===== config.mk =====
export PLATFORM = sky130hd
export DESIGN_NAME = watchdog_status_top
export DESIGN_NICKNAME = d
export VERILOG_FILES = /design/src/core/wdt_status_pkg.sv /design/src/core/watchdog_status_top.sv /design/src/core/cause_flags.sv
export SDC_FILE = /design/constraint.sdc
export NUM_CORES = 1
export LEC_CHECK = 0
export ABC_AREA = 1
export BUFFER_PORTS_ARGS = -buffer_cell sky130_fd_sc_hd__buf_2
export CAP_MARGIN = 15
export CORE_MARGIN = 5
export CORE_UTILIZATION = 45
export CTS_CLUSTER_SIZE = 28
export DETAILED_ROUTE_END_ITERATION = 10
export PLACE_DENSITY = 0.73
export SYNTH_ARGS = -nofsm -noshare
export SYNTH_HDL_FRONTEND = slang
export SYNTH_HIERARCHICAL = 1
export SYNTH_SLANG_ARGS = --single-unit

===== constraint.sdc =====
create_clock -name clock -period 1.9 [get_ports clock]
set_input_delay 0.095 -clock clock [delete_from_list [all_inputs] [get_ports clock]]
set_output_delay 0.095 -clock clock [all_outputs]
set_load 0.05 [all_outputs]

===== src/core/wdt_status_pkg.sv =====
// Package for the watchdog status and unlock block
// Assumes AXI4-Lite with 32-bit data and one register word per address
package wdt_status_pkg;
	// Byte addresses of the register window
	localparam logic [11:0] STATUS_ADDR     = 12'hFF0;
	localparam logic [11:0] RELOAD_UP_ADDR  = 12'hFF1;
	localparam logic [11:0] RELOAD_HI_ADDR  = 12'hFF2;
	localparam logic [11:0] RELOAD_LO_ADDR  = 12'hFF3;
	// Lowest word-select bit (byte address is four times the word index)
	localparam int          ADDR_LSB        = 2;
	// Field positions of the status register
	localparam int          POR_BIT         = 7;
	localparam int          STOP_BIT        = 6;
	localparam int          TIMEOUT_BIT     = 5;
	localparam int          EXTRST_BIT      = 4;
	localparam int          CFG_BIT         = 0;
	// Unlock and configuration byte codes
	localparam logic [7:0]  UNLOCK_FIRST    = 8'h55;
	localparam logic [7:0]  UNLOCK_SECOND   = 8'hAA;
	localparam logic [7:0]  CFG_STOP_OFF    = 8'h81;
	localparam logic [7:0]  CFG_STOP_ON     = 8'h00;
	// Values after reset
	localparam logic [7:0]  RELOAD_RESET    = 8'hFF;
	localparam logic        CFG_RESET       = 1'b0;
	// AXI response codes
	localparam logic [1:0]  RESP_OKAY       = 2'h0;
	localparam logic [1:0]  RESP_SLVERR     = 2'h2;
	// Lock state machine
	typedef enum logic [2:0] {
		LOCK_IDLE  = 3'b000,
		LOCK_ONE   = 3'b001,
		LOCK_UP    = 3'b010,
		LOCK_HI    = 3'b011,
		LOCK_LO    = 3'b100
	} lock_state_t;
endpackage


===== src/core/watchdog_status_top.sv =====
// Watchdog status register, unlock sequencer and reload byte holders
// Assumes an AXI4-Lite master with one write and one read outstanding
//
// Chosen here: register access over AXI4-Lite.
`timescale 1ns/100ps
////////////////////////////////////////////////////////////////////////
module watchdog_status_top
	import wdt_status_pkg::*;
(
	input  wire logic        clock,
	input  wire logic        resetn,
	input  wire logic [11:0] s_axi_awaddr,
	input  wire logic        s_axi_awvalid,
	output logic             s_axi_awready,
	input  wire logic [31:0] s_axi_wdata,
	input  wire logic [3:0]  s_axi_wstrb,
	input  wire logic        s_axi_wvalid,
	output logic             s_axi_wready,
	output logic [1:0]       s_axi_bresp,
	output logic             s_axi_bvalid,
	input  wire logic        s_axi_bready,
	input  wire logic [11:0] s_axi_araddr,
	input  wire logic        s_axi_arvalid,
	output logic             s_axi_arready,
	output logic [31:0]      s_axi_rdata,
	output logic [1:0]       s_axi_rresp,
	output logic             s_axi_rvalid,
	input  wire logic        s_axi_rready,
	input  wire logic        por_event,
	input  wire logic        ext_reset_event,
	input  wire logic        timeout_event,
	input  wire logic        in_stop_mode,
	input  wire logic        debugger_reset,
	input  wire logic        debug_pin_reset,
	input  wire logic        pin_recovery,
	input  wire logic [23:0] current_count,
	output logic [23:0]      reload_value,
	output logic             stop_mode_disable,
	output logic             reload_unlocked
);
	////////////////////////////////////////////////////////////////////
	// Decode helper
	// Word match of a byte address against a register address
	function automatic logic hits(input logic [11:0] a,
		input logic [11:0] r);
		hits = (a[11:ADDR_LSB] == r[11:ADDR_LSB]);
	endfunction

	// Byte lane of a register address inside its word
	function automatic logic [7:0] lane(input logic [31:0] d,
		input logic [11:0] r);
		lane = d[8*r[1:0] +: 8];
	endfunction

	////////////////////////////////////////////////////////////////////
	// Write channel state
	logic        aw_have_reg, aw_have_next;   // Address captured
	logic        w_have_reg, w_have_next;     // Data captured
	logic [11:0] waddr_reg, waddr_next;       // Captured address
	logic [31:0] wdata_reg, wdata_next;       // Captured data
	logic [3:0]  wstrb_reg, wstrb_next;       // Captured strobes
	logic        bvalid_reg, bvalid_next;     // Write answer
	logic [1:0]  bresp_reg, bresp_next;       // Write response
	logic        awready_reg, awready_next;   // Address ready
	logic        wready_reg, wready_next;     // Data ready
	logic        do_write;                    // Write commits now

	// Write channel next values; address and data in either order
	always_comb begin
		aw_have_next = aw_have_reg;
		w_have_next  = w_have_reg;
		waddr_next   = waddr_reg;
		wdata_next   = wdata_reg;
		wstrb_next   = wstrb_reg;
		bvalid_next  = bvalid_reg;
		bresp_next   = bresp_reg;
		do_write     = 1'b0;
		if (s_axi_awvalid && awready_reg) begin
			aw_have_next = 1'b1;
			waddr_next   = s_axi_awaddr;
		end
		if (s_axi_wvalid && wready_reg) begin
			w_have_next = 1'b1;
			wdata_next  = s_axi_wdata;
			wstrb_next  = s_axi_wstrb;
		end
		if (aw_have_reg && w_have_reg && !bvalid_reg) begin
			do_write     = 1'b1;
			aw_have_next = 1'b0;
			w_have_next  = 1'b0;
			bvalid_next  = 1'b1;
			// Unmapped word answers with slave error
			bresp_next   = hits(waddr_reg, STATUS_ADDR) ?
				RESP_OKAY : RESP_SLVERR;
		end else if (bvalid_reg && s_axi_bready) begin
			bvalid_next = 1'b0;
		end
		awready_next = !aw_have_next && !bvalid_next;
		wready_next  = !w_have_next && !bvalid_next;
	end

	// Write channel registers
	always_ff @(posedge clock) begin
		if (!resetn) begin
			aw_have_reg <= 1'b0;
			w_have_reg  <= 1'b0;
			waddr_reg   <= 12'h000;
			wdata_reg   <= 32'h0000_0000;
			wstrb_reg   <= 4'h0;
			bvalid_reg  <= 1'b0;
			bresp_reg   <= RESP_OKAY;
			awready_reg <= 1'b0;
			wready_reg  <= 1'b0;
		end else begin
			aw_have_reg <= aw_have_next;
			w_have_reg  <= w_have_next;
			waddr_reg   <= waddr_next;
			wdata_reg   <= wdata_next;
			wstrb_reg   <= wstrb_next;
			bvalid_reg  <= bvalid_next;
			bresp_reg   <= bresp_next;
			awready_reg <= awready_next;
			wready_reg  <= wready_next;
		end
	end

	////////////////////////////////////////////////////////////////////
	// Byte write decode: the four registers share one word
	logic       wr_status, wr_up, wr_hi, wr_lo; // Lane writes
	logic       wr_any;                         // Any register write
	logic [7:0] by_status, by_up, by_hi, by_lo; // Written bytes

	// Splits a committed word write into per-byte register writes
	always_comb begin
		wr_status = do_write && hits(waddr_reg, STATUS_ADDR) &&
			wstrb_reg[STATUS_ADDR[1:0]];
		wr_up     = do_write && hits(waddr_reg, RELOAD_UP_ADDR) &&
			wstrb_reg[RELOAD_UP_ADDR[1:0]];
		wr_hi     = do_write && hits(waddr_reg, RELOAD_HI_ADDR) &&
			wstrb_reg[RELOAD_HI_ADDR[1:0]];
		wr_lo     = do_write && hits(waddr_reg, RELOAD_LO_ADDR) &&
			wstrb_reg[RELOAD_LO_ADDR[1:0]];
		wr_any    = wr_status | wr_up | wr_hi | wr_lo;
		by_status = lane(wdata_reg, STATUS_ADDR);
		by_up     = lane(wdata_reg, RELOAD_UP_ADDR);
		by_hi     = lane(wdata_reg, RELOAD_HI_ADDR);
		by_lo     = lane(wdata_reg, RELOAD_LO_ADDR);
	end

	////////////////////////////////////////////////////////////////////
	// Lock state machine, config bit and reload bytes
	lock_state_t lock_reg, lock_next;   // Unlock progress
	logic        cfg_reg, cfg_next;     // Stop-mode disable
	logic [7:0]  up_reg, up_next;       // Reload upper byte
	logic [7:0]  hi_reg, hi_next;       // Reload high byte
	logic [7:0]  lo_reg, lo_next;       // Reload low byte

	// Only one byte lane steers the machine; status lane takes priority
	always_comb begin
		lock_next = lock_reg;
		cfg_next  = cfg_reg;
		up_next   = up_reg;
		hi_next   = hi_reg;
		lo_next   = lo_reg;
		if (wr_any) begin
			lock_next = LOCK_IDLE;
			unique case (lock_reg)
				LOCK_IDLE: begin
					if (wr_status && by_status == UNLOCK_FIRST)
						lock_next = LOCK_ONE;
				end
				LOCK_ONE: begin
					if (wr_status && by_status == UNLOCK_SECOND)
						lock_next = LOCK_UP;
				end
				LOCK_UP: begin
					if (wr_status && by_status == CFG_STOP_OFF) begin
						cfg_next = 1'b1;
					end else if (wr_status && by_status == CFG_STOP_ON) begin
						cfg_next = 1'b0;
					end else if (wr_up && !wr_status) begin
						up_next   = by_up;
						lock_next = LOCK_HI;
					end
				end
				LOCK_HI: begin
					if (wr_hi && !wr_status && !wr_up) begin
						hi_next   = by_hi;
						lock_next = LOCK_LO;
					end
				end
				LOCK_LO: begin
					if (wr_lo && !wr_status && !wr_up && !wr_hi)
						lo_next = by_lo;
				end
				default: lock_next = LOCK_IDLE;
			endcase
		end
	end

	// Lock, config and reload registers
	always_ff @(posedge clock) begin
		if (!resetn) begin
			lock_reg <= LOCK_IDLE;
			cfg_reg  <= CFG_RESET;
			up_reg   <= RELOAD_RESET;
			hi_reg   <= RELOAD_RESET;
			lo_reg   <= RELOAD_RESET;
		end else begin
			lock_reg <= lock_next;
			cfg_reg  <= cfg_next;
			up_reg   <= up_next;
			hi_reg   <= hi_next;
			lo_reg   <= lo_next;
		end
	end

	////////////////////////////////////////////////////////////////////
	// Read channel
	logic        arready_reg, arready_next; // Address ready
	logic        rvalid_reg, rvalid_next;   // Read answer
	logic [31:0] rdata_reg, rdata_next;     // Read data
	logic [1:0]  rresp_reg, rresp_next;     // Read response
	logic        read_clear;                // Status read this cycle
	logic [3:0]  flags;                     // Cause flags

	// Takes a read address and answers on the next cycle
	always_comb begin
		rvalid_next  = rvalid_reg;
		rdata_next   = rdata_reg;
		rresp_next   = rresp_reg;
		read_clear   = 1'b0;
		if (s_axi_arvalid && arready_reg) begin
			rvalid_next  = 1'b1;
			if (hits(s_axi_araddr, STATUS_ADDR)) begin
				// Status at lane 0, count bytes in lanes 1 to 3
				rdata_next = {current_count[7:0], current_count[15:8],
					current_count[23:16], flags, 3'b000, cfg_reg};
				rresp_next = RESP_OKAY;
				read_clear = 1'b1;
			end else begin
				rdata_next = 32'h0000_0000;
				rresp_next = RESP_SLVERR;
			end
		end else if (rvalid_reg && s_axi_rready) begin
			rvalid_next  = 1'b0;
		end
		// Address channel stays shut while an answer stands
		arready_next = !rvalid_next;
	end

	// Read channel registers
	always_ff @(posedge clock) begin
		if (!resetn) begin
			arready_reg <= 1'b0;
			rvalid_reg  <= 1'b0;
			rdata_reg   <= 32'h0000_0000;
			rresp_reg   <= RESP_OKAY;
		end else begin
			arready_reg <= arready_next;
			rvalid_reg  <= rvalid_next;
			rdata_reg   <= rdata_next;
			rresp_reg   <= rresp_next;
		end
	end

	////////////////////////////////////////////////////////////////////
	// Cause flags
	cause_flags u_flags (
		.clock           (clock),
		.resetn          (resetn),
		.por_event       (por_event),
		.ext_reset_event (ext_reset_event),
		.timeout_event   (timeout_event),
		.in_stop_mode    (in_stop_mode),
		.debugger_reset  (debugger_reset),
		.debug_pin_reset (debug_pin_reset),
		.pin_recovery    (pin_recovery),
		.read_clear      (read_clear),
		.flags           (flags)
	);

	// Outputs registered
	always_ff @(posedge clock) begin
		if (!resetn) begin
			reload_value      <= {RELOAD_RESET, RELOAD_RESET, RELOAD_RESET};
			stop_mode_disable <= CFG_RESET;
			reload_unlocked   <= 1'b0;
		end else begin
			reload_value      <= {up_next, hi_next, lo_next};
			stop_mode_disable <= cfg_next;
			reload_unlocked   <= (lock_next == LOCK_UP) ||
				(lock_next == LOCK_HI) || (lock_next == LOCK_LO);
		end
	end

	assign s_axi_awready = awready_reg;
	assign s_axi_wready  = wready_reg;
	assign s_axi_bvalid  = bvalid_reg;
	assign s_axi_bresp   = bresp_reg;
	assign s_axi_arready = arready_reg;
	assign s_axi_rvalid  = rvalid_reg;
	assign s_axi_rdata   = rdata_reg;
	assign s_axi_rresp   = rresp_reg;
endmodule


===== src/core/cause_flags.sv =====
// Cause flag register: power-on, stop, time-out and external reset flags
// Assumes event strobes are one-cycle pulses on the system clock
`timescale 1ns/100ps
module cause_flags
	import wdt_status_pkg::*;
(
	input  wire logic       clock,
	input  wire logic       resetn,
	input  wire logic       por_event,
	input  wire logic       ext_reset_event,
	input  wire logic       timeout_event,
	input  wire logic       in_stop_mode,
	input  wire logic       debugger_reset,
	input  wire logic       debug_pin_reset,
	input  wire logic       pin_recovery,
	input  wire logic       read_clear,
	output logic      [3:0] flags
);
	logic [3:0] flags_reg;  // {por, stop, timeout, ext}
	logic [3:0] flags_next; // Next flag value
	logic       por_like;   // Any event that reports power-on pattern

	// Next-state logic; events override the read clear
	always_comb begin
		flags_next = flags_reg;
		por_like   = por_event | debugger_reset | debug_pin_reset;
		if (read_clear) begin
			flags_next = 4'h0;
		end
		if (por_like) begin
			flags_next = 4'h8;
		end else if (timeout_event && in_stop_mode) begin
			flags_next = 4'h6;
		end else if (timeout_event) begin
			flags_next = 4'h2;
		end else if (pin_recovery) begin
			flags_next = 4'h4;
		end else if (ext_reset_event) begin
			flags_next = 4'h1;
		end
	end

	// Registers the flags; a synchronous reset behaves as power-on
	always_ff @(posedge clock) begin
		if (!resetn) begin
			flags_reg <= 4'h8;
		end else begin
			flags_reg <= flags_next;
		end
	end

	assign flags = flags_reg;
endmodule


==> metrics.txt, run 1 <==
worst path arrival time=2.24 ns; Tot GR Track Use=21.3%; leakage power=3.12 nW; routability cong.=0.792; R2R Setup Slk=0.11 ns; worst min path class=in -> reg; Cell Int Power=5.13 mW; Yosys top cell area share=52.4%; die height=110 um; total wire length=12700 um; Async SR Flop Fraction=0%; area grow syn2layout=52.7%; final hold violations=0; First DRT Iteration DRCs=211; adder-cell share of the synthesized area=0%; most frequent cells in the layout=buf_2, dfxtp_1, nand2_1; Logic pwr share=8.8%; clock network power share=51.5%; Hold Path Depth=3; starting density of the core=46.0%; post-synthesis compound-gate area fraction=17.1%; Syn. warnings=6; Worst VDD drop=669 uV; clock sink total=117; # Max-Cap Violations=0; Via Count=4600; number of flops mapped to enable cells by yosys=0; XOR/XNOR Fraction of Synth Area=0%; PwrDens=958 nW/um^2; IO Pins=165; first-pass GRT wire length=20100 um; main combinational cell family by area after synthesis=simple AND/OR/NAND/NOR gates; Tmin final=1.79 ns; Main synth FF type=dfxtp_1; Startpoint Class=input port; Setup TNS=0 ns; WL/cell=13.4 um; r2r worst-path depth=8; Worst Tran Pin Value=0.556 ns; antenna-violating nets left=0; cell accounting for the most synthesized area=dfxtp_1; relative slew slack=62.9%; drt drc=0; post-synthesis cell type count=28; Max H-tree Level=4; Sw Share=21.6%; Final Util=70.2%; synth top area cells=dfxtp_1, nand2_1, a21oi_1; ratio of cells with drive above 1 in the final layout=27.1%; syn_area_per_cell=7.94 sq um; Post-CTS Setup Bufs=0; Vias/cell=4.86; Setup-failing EPs final=0; max-slew violations=0; most common cell after layout, fill and taps aside=buf_2; sequential share of power=39.7%; Pre-antenna DRT Iters=5; final worst path period share=94.3%; CTS tree=yes; Synth Register Bits=117; DIE WIDTH=110 um; worst setup path class=in -> reg; die area=12000 sq um; area of the core=9730 sq um; largest net degree at the start of global routing=77; max reg flops=32; switching power=1.41 mW; buffers added on ports=155; grt ovf=0; crit path max fanout=3; clock-pin slew on the worst setup and hold paths=0.06 ns; mux contribution to synthesized area=0%; row cnt=36; Post-Synth Simple-Gate Area=22.2%; WP data required=2.35 ns; WHS=0.00884 ns; Max Buffers Root-to-Sink=2; status=completed; initial antenna violation count=1; Post-DP HPWL=7930 um; Mapped Cells=563; clk_lat worst skew=0.51 ns; CTS Buf Count=17; vias in the first global route=4574; RSZ-0062 raised after global routing=no; clock skew=0.00880 ns; fill cell count=757; Net count, final=898; sequential area share after synthesis=52.4%; clock root buffer=clkbuf_8; Crit. End Element=register; Max Fclk=558 MHz; synthesized area=4470 sq um
==> routing by layer <==
| layer | global-route usage, % | vias to the layer above | part of all wire, % |
|---|---|---|---|
| met2 | 38.3 | 175 | 50 |
| met1 | 23.0 | 2085 | 40 |
| li1 | - | 2315 | - |
| met3 | 5.99 | 25 | 7.1 |
| met5 | 0 | - | 0 |
| met4 | 9.71 | 0 | 2.4 |
==> cells by family after synthesis <==
kind of cell	count (synthesis)
buf+inv	87
compound gates	132
other cells	1
simple gates	226
flops	117
==> repair_timing <==
item,CTS,global route
endpoints found under the setup margin,0,4
hold endpoints to repair,79,0
hold buffers,84,0
resized for setup,0,4
==> Yosys cell counts (all sizes together) (2+ instances only) <==
master	n
clkbuf	25
nor2	67
nand4	9
dfxtp	117
o211ai	18
clkinv	2
nor3	8
buf	9
inv	51
nand2	108
o21ai	51
nand3	31
a21oi	62
==> through the flow <==
stage               area [sq um]  cells  worst slack (ns)  total power, mW
detailed placement          5340    830             0.132             3.08
global placement            5340    830             0.189             3.07
finish                      6830    946             0.109             6.54
floorplan                   4490    567             0.151             2.92
CTS                         6810    945            0.0684             6.57
global route                6830    946            0.0118             6.79
==> critical path: stages <==
cell and delay, ns:
dlygate4sd3_1 0.53, buf_2 0.12, nor2_1 0.09, dlygate4sd3_1 0.58
nand3_1 0.11, a21oi_1 0.16, dlygate4sd3_1 0.56
==> power by group through the flow <==
| stage | logic [mW] | clock network (mW) | registers, mW |
|---|---|---|---|
| after floorplan | 0.250 | 0 | 2.67 |
| after detailed placement | 0.434 | 0 | 2.65 |
| after CTS | 0.565 | 3.41 | 2.59 |
| final | 0.574 | 3.37 | 2.60 |
| after global routing | 0.637 | 3.55 | 2.61 |
| after global placement | 0.424 | 0 | 2.64 |
==> worst paths after layout <==
check | startpoint | endpoint
worst max-delay path | por_event | u_flags/flags[2]$_SDFFE_PP0P_
worst min-delay path | resetn | s_axi_bvalid$_SDFF_PN0_
worst max register to register | s_axi_arready$_SDFF_PN0_ | u_flags/flags[1]$_SDFFE_PP0P_
worst min register to register | lo_reg[2]$_SDFFE_PN1P_ | lo_reg[2]$_SDFFE_PN1P_
==> area by class of cell <==
class,instances,area (sq um),share of cell area [%]
flip-flops and latches,117,2340,34.3
multi-input cells,363,1790,26.3
well taps,133,166,2.44
inverters,53,201,2.95
clock inverters,10,178,2.60
repair buffers,248,1700,24.8
clock buffers,21,449,6.58
diodes,1,2.50,0.0366
Power figures use the tool's default switching activity.
==> inputs of run 2 (changes only) <==
Settings changed: CORE_MARGIN 5 to 3.
Clock period 1.9 ns to 2.1 ns, I/O delays scaled along.
==> run 2 against run 1 <==
- flip-flop and latch count unchanged
- clock-buffer cell count decreased by 4
- combinational power decreased by 11%
- worst setup slack improved by 0.0051 ns
- register-to-register slack improved by 0.06 ns
- final cell count decreased by 0.63%
- clock power decreased by 17%
- core utilization increased by 1.0 points
==> metrics.txt, run 2 (synthesis results as in run 1) <==
Post-CTS Setup Bufs=0 (unchanged); row cnt=35 (-2.8%); antenna cells=0 (-1); Setup-failing EPs final=0 (unchanged); Pre-antenna DRT Iters=4 (-1); # Max-Cap Violations=0 (unchanged); antenna-violating nets left=0 (unchanged); Pwr Total=5.66 mW (-13%); cell chain of the critical path=dlygate4sd3_1 > buf_2 > nor2_1 > dlygate4sd3_1 > nand3_1 > nand2b_1 > dlygate4sd3_1; worst setup path class=in -> reg; worst min path class=in -> reg; Post-DP HPWL=7630 um (-3.8%); PwrDens=840 nW/um^2 (-12%); Max Fclk=503 MHz; area grow syn2layout=50.7%; Worst path most repeated cell=dlygate4sd3_1; initial antenna violation count=0 (-1); Max Buffers Root-to-Sink=2 (unchanged); ratio of cells with drive above 1 in the final layout=27.3% (+0.16 points); Via Count=4558 (-0.91%); WP data required=2.49 ns (+0.14 ns); most common cell after layout, fill and taps aside=buf_2; WL/cell=13.2 um (-1.5%); CP bufs+invs=4 (unchanged); final non-filler cell total=940 (-0.63%); starting density of the core=47.3% (+1.3 points); CTS Buf Count=17 (unchanged); largest net degree at the start of global routing=77 (unchanged); die area=11200 sq um (-7.2%); clock-pin slew on the worst setup and hold paths=0.06 ns (about the same); first-pass GRT wire length=20300 um (+1.1%); Max H-tree Level=4 (unchanged); RSZ-0062 raised after global routing=no; routability cong.=0.851 (+7.4%); leakage power=3.08 nW (-1.4%); clock skew=0.0229 ns (+0.0141 ns); Slowest-stage cell, CP=dlygate4sd3_1; grt ovf=0 (unchanged); worst path arrival time=2.37 ns (+0.13 ns); Net count, final=896 (-0.22%); Vias/cell=4.85 (-0.28%); total wire length=12400 um (-2.1%); Worst VDD drop=533 uV (-20%); Crit path depth=7 (unchanged); clk_lat worst skew=0.52 ns (about the same); Tot GR Track Use=22.1% (+0.83 points); Setup TNS=0 ns (unchanged); vias in the first global route=4458 (-2.5%); # placed instances=824 (-0.72%); Worst Tran Pin Value=0.923 ns (+0.367 ns); final worst path period share=94.6%; drt drc=0 (unchanged); most frequent cells in the layout=buf_2, dfxtp_1, nand2_1; First DRT Iteration DRCs=234 (+11%); r2r worst-path depth=8 (unchanged); Tmin final=1.99 ns; buffers added on ports=155 (unchanged); WHS=0.122 ns (+0.113 ns); clock sink total=117 (unchanged); die height=106 um (-3.6%); Hold Path Depth=3 (unchanged); area of the core=9460 sq um (-2.8%); relative slew slack=38.1% (-25 points); max-slew violations=0 (unchanged); DIE WIDTH=106 um (-3.6%); Final Util=71.2% (+1.0 points); CTS tree=yes; max reg flops=32 (unchanged); IO Pins=165 (unchanged); status=completed; final hold violations=0 (unchanged); Crit. End Element=register; Worst path max stage delay=0.60 ns (+0.02 ns); clock root buffer=clkbuf_8; fill cell count=749 (-1.1%); cell family with most CP delay=buffers and inverters; Startpoint Class=input port; crit path max fanout=3 (unchanged)
run 2: cell types whose count changed in the layout (fill, tap and decap cells not counted), sizes merged:
cell,delta
bufinv,-3
clkbuf,-4
clkinv,+3
clkinvlp,+2
buf,-2
diode,-1
inv,+3
run 2: final timing paths:
check	start	end	slack (ns)
setup / recovery	por_event	u_flags/flags[3]$_SDFFE_PP1P_	0.11
hold / removal	s_axi_awvalid	waddr_reg[3]$_SDFFE_PN0P_	0.12
setup reg to reg	s_axi_arready$_SDFF_PN0_	u_flags/flags[0]$_SDFFE_PP0P_	0.17
hold reg to reg	wdata_reg[13]$_SDFFE_PN0P_	wdata_reg[13]$_SDFFE_PN0P_	0.46
run 2: layer usage:
layer	vias up	global-route usage [%]	part of all wire, %
met3	14	6.06	5.6
li1	2311	-	-
met1	2090	24.6	42
met4	0	6.29	1.0
met5	-	0	0
met2	143	40.9	51
run 2: layout make-up:
cell class	count	area (sq um)	area share (%)
timing repair buffer	246	1670	24.8
clock buffer	17	414	6.15
clock inverter	15	171	2.54
sequential	117	2340	34.8
tap	129	161	2.40
inverter	53	203	3.01
multi-input combinational	363	1780	26.4
run 2: worst min-delay path: stages:
cell,delay (ns)
buf_2,0.11
nand2_1,0.26
a21oi_1,0.11
run 2: what timing repair did:
item,in CTS,in global routing
gates resized for setup,0,1
hold buffers,84,0
endpoints found under the setup margin,0,3
hold endpoints to repair,79,0
run 2: per-stage QoR:
stage / setup WS (ns) / instance area (sq um)
finish: 0.114 / 6740
floorplan: 0.351 / 4490
detailed placement: 0.297 / 5310
global route: 0.0277 / 6740
CTS: 0.0811 / 6730
global placement: 0.377 / 5310
run 2: report_power, final:
| part | internal (mW) | switching [mW] | total [mW] | leakage, nW |
|---|---|---|---|---|
| clock | 1.71 | 1.09 | 2.80 | 0.280 |
| sequential | 2.30 | 0.0427 | 2.35 | 0.953 |
| combinational | 0.236 | 0.277 | 0.513 | 1.84 |
| total | 4.25 | 1.41 | 5.66 | 3.08 |
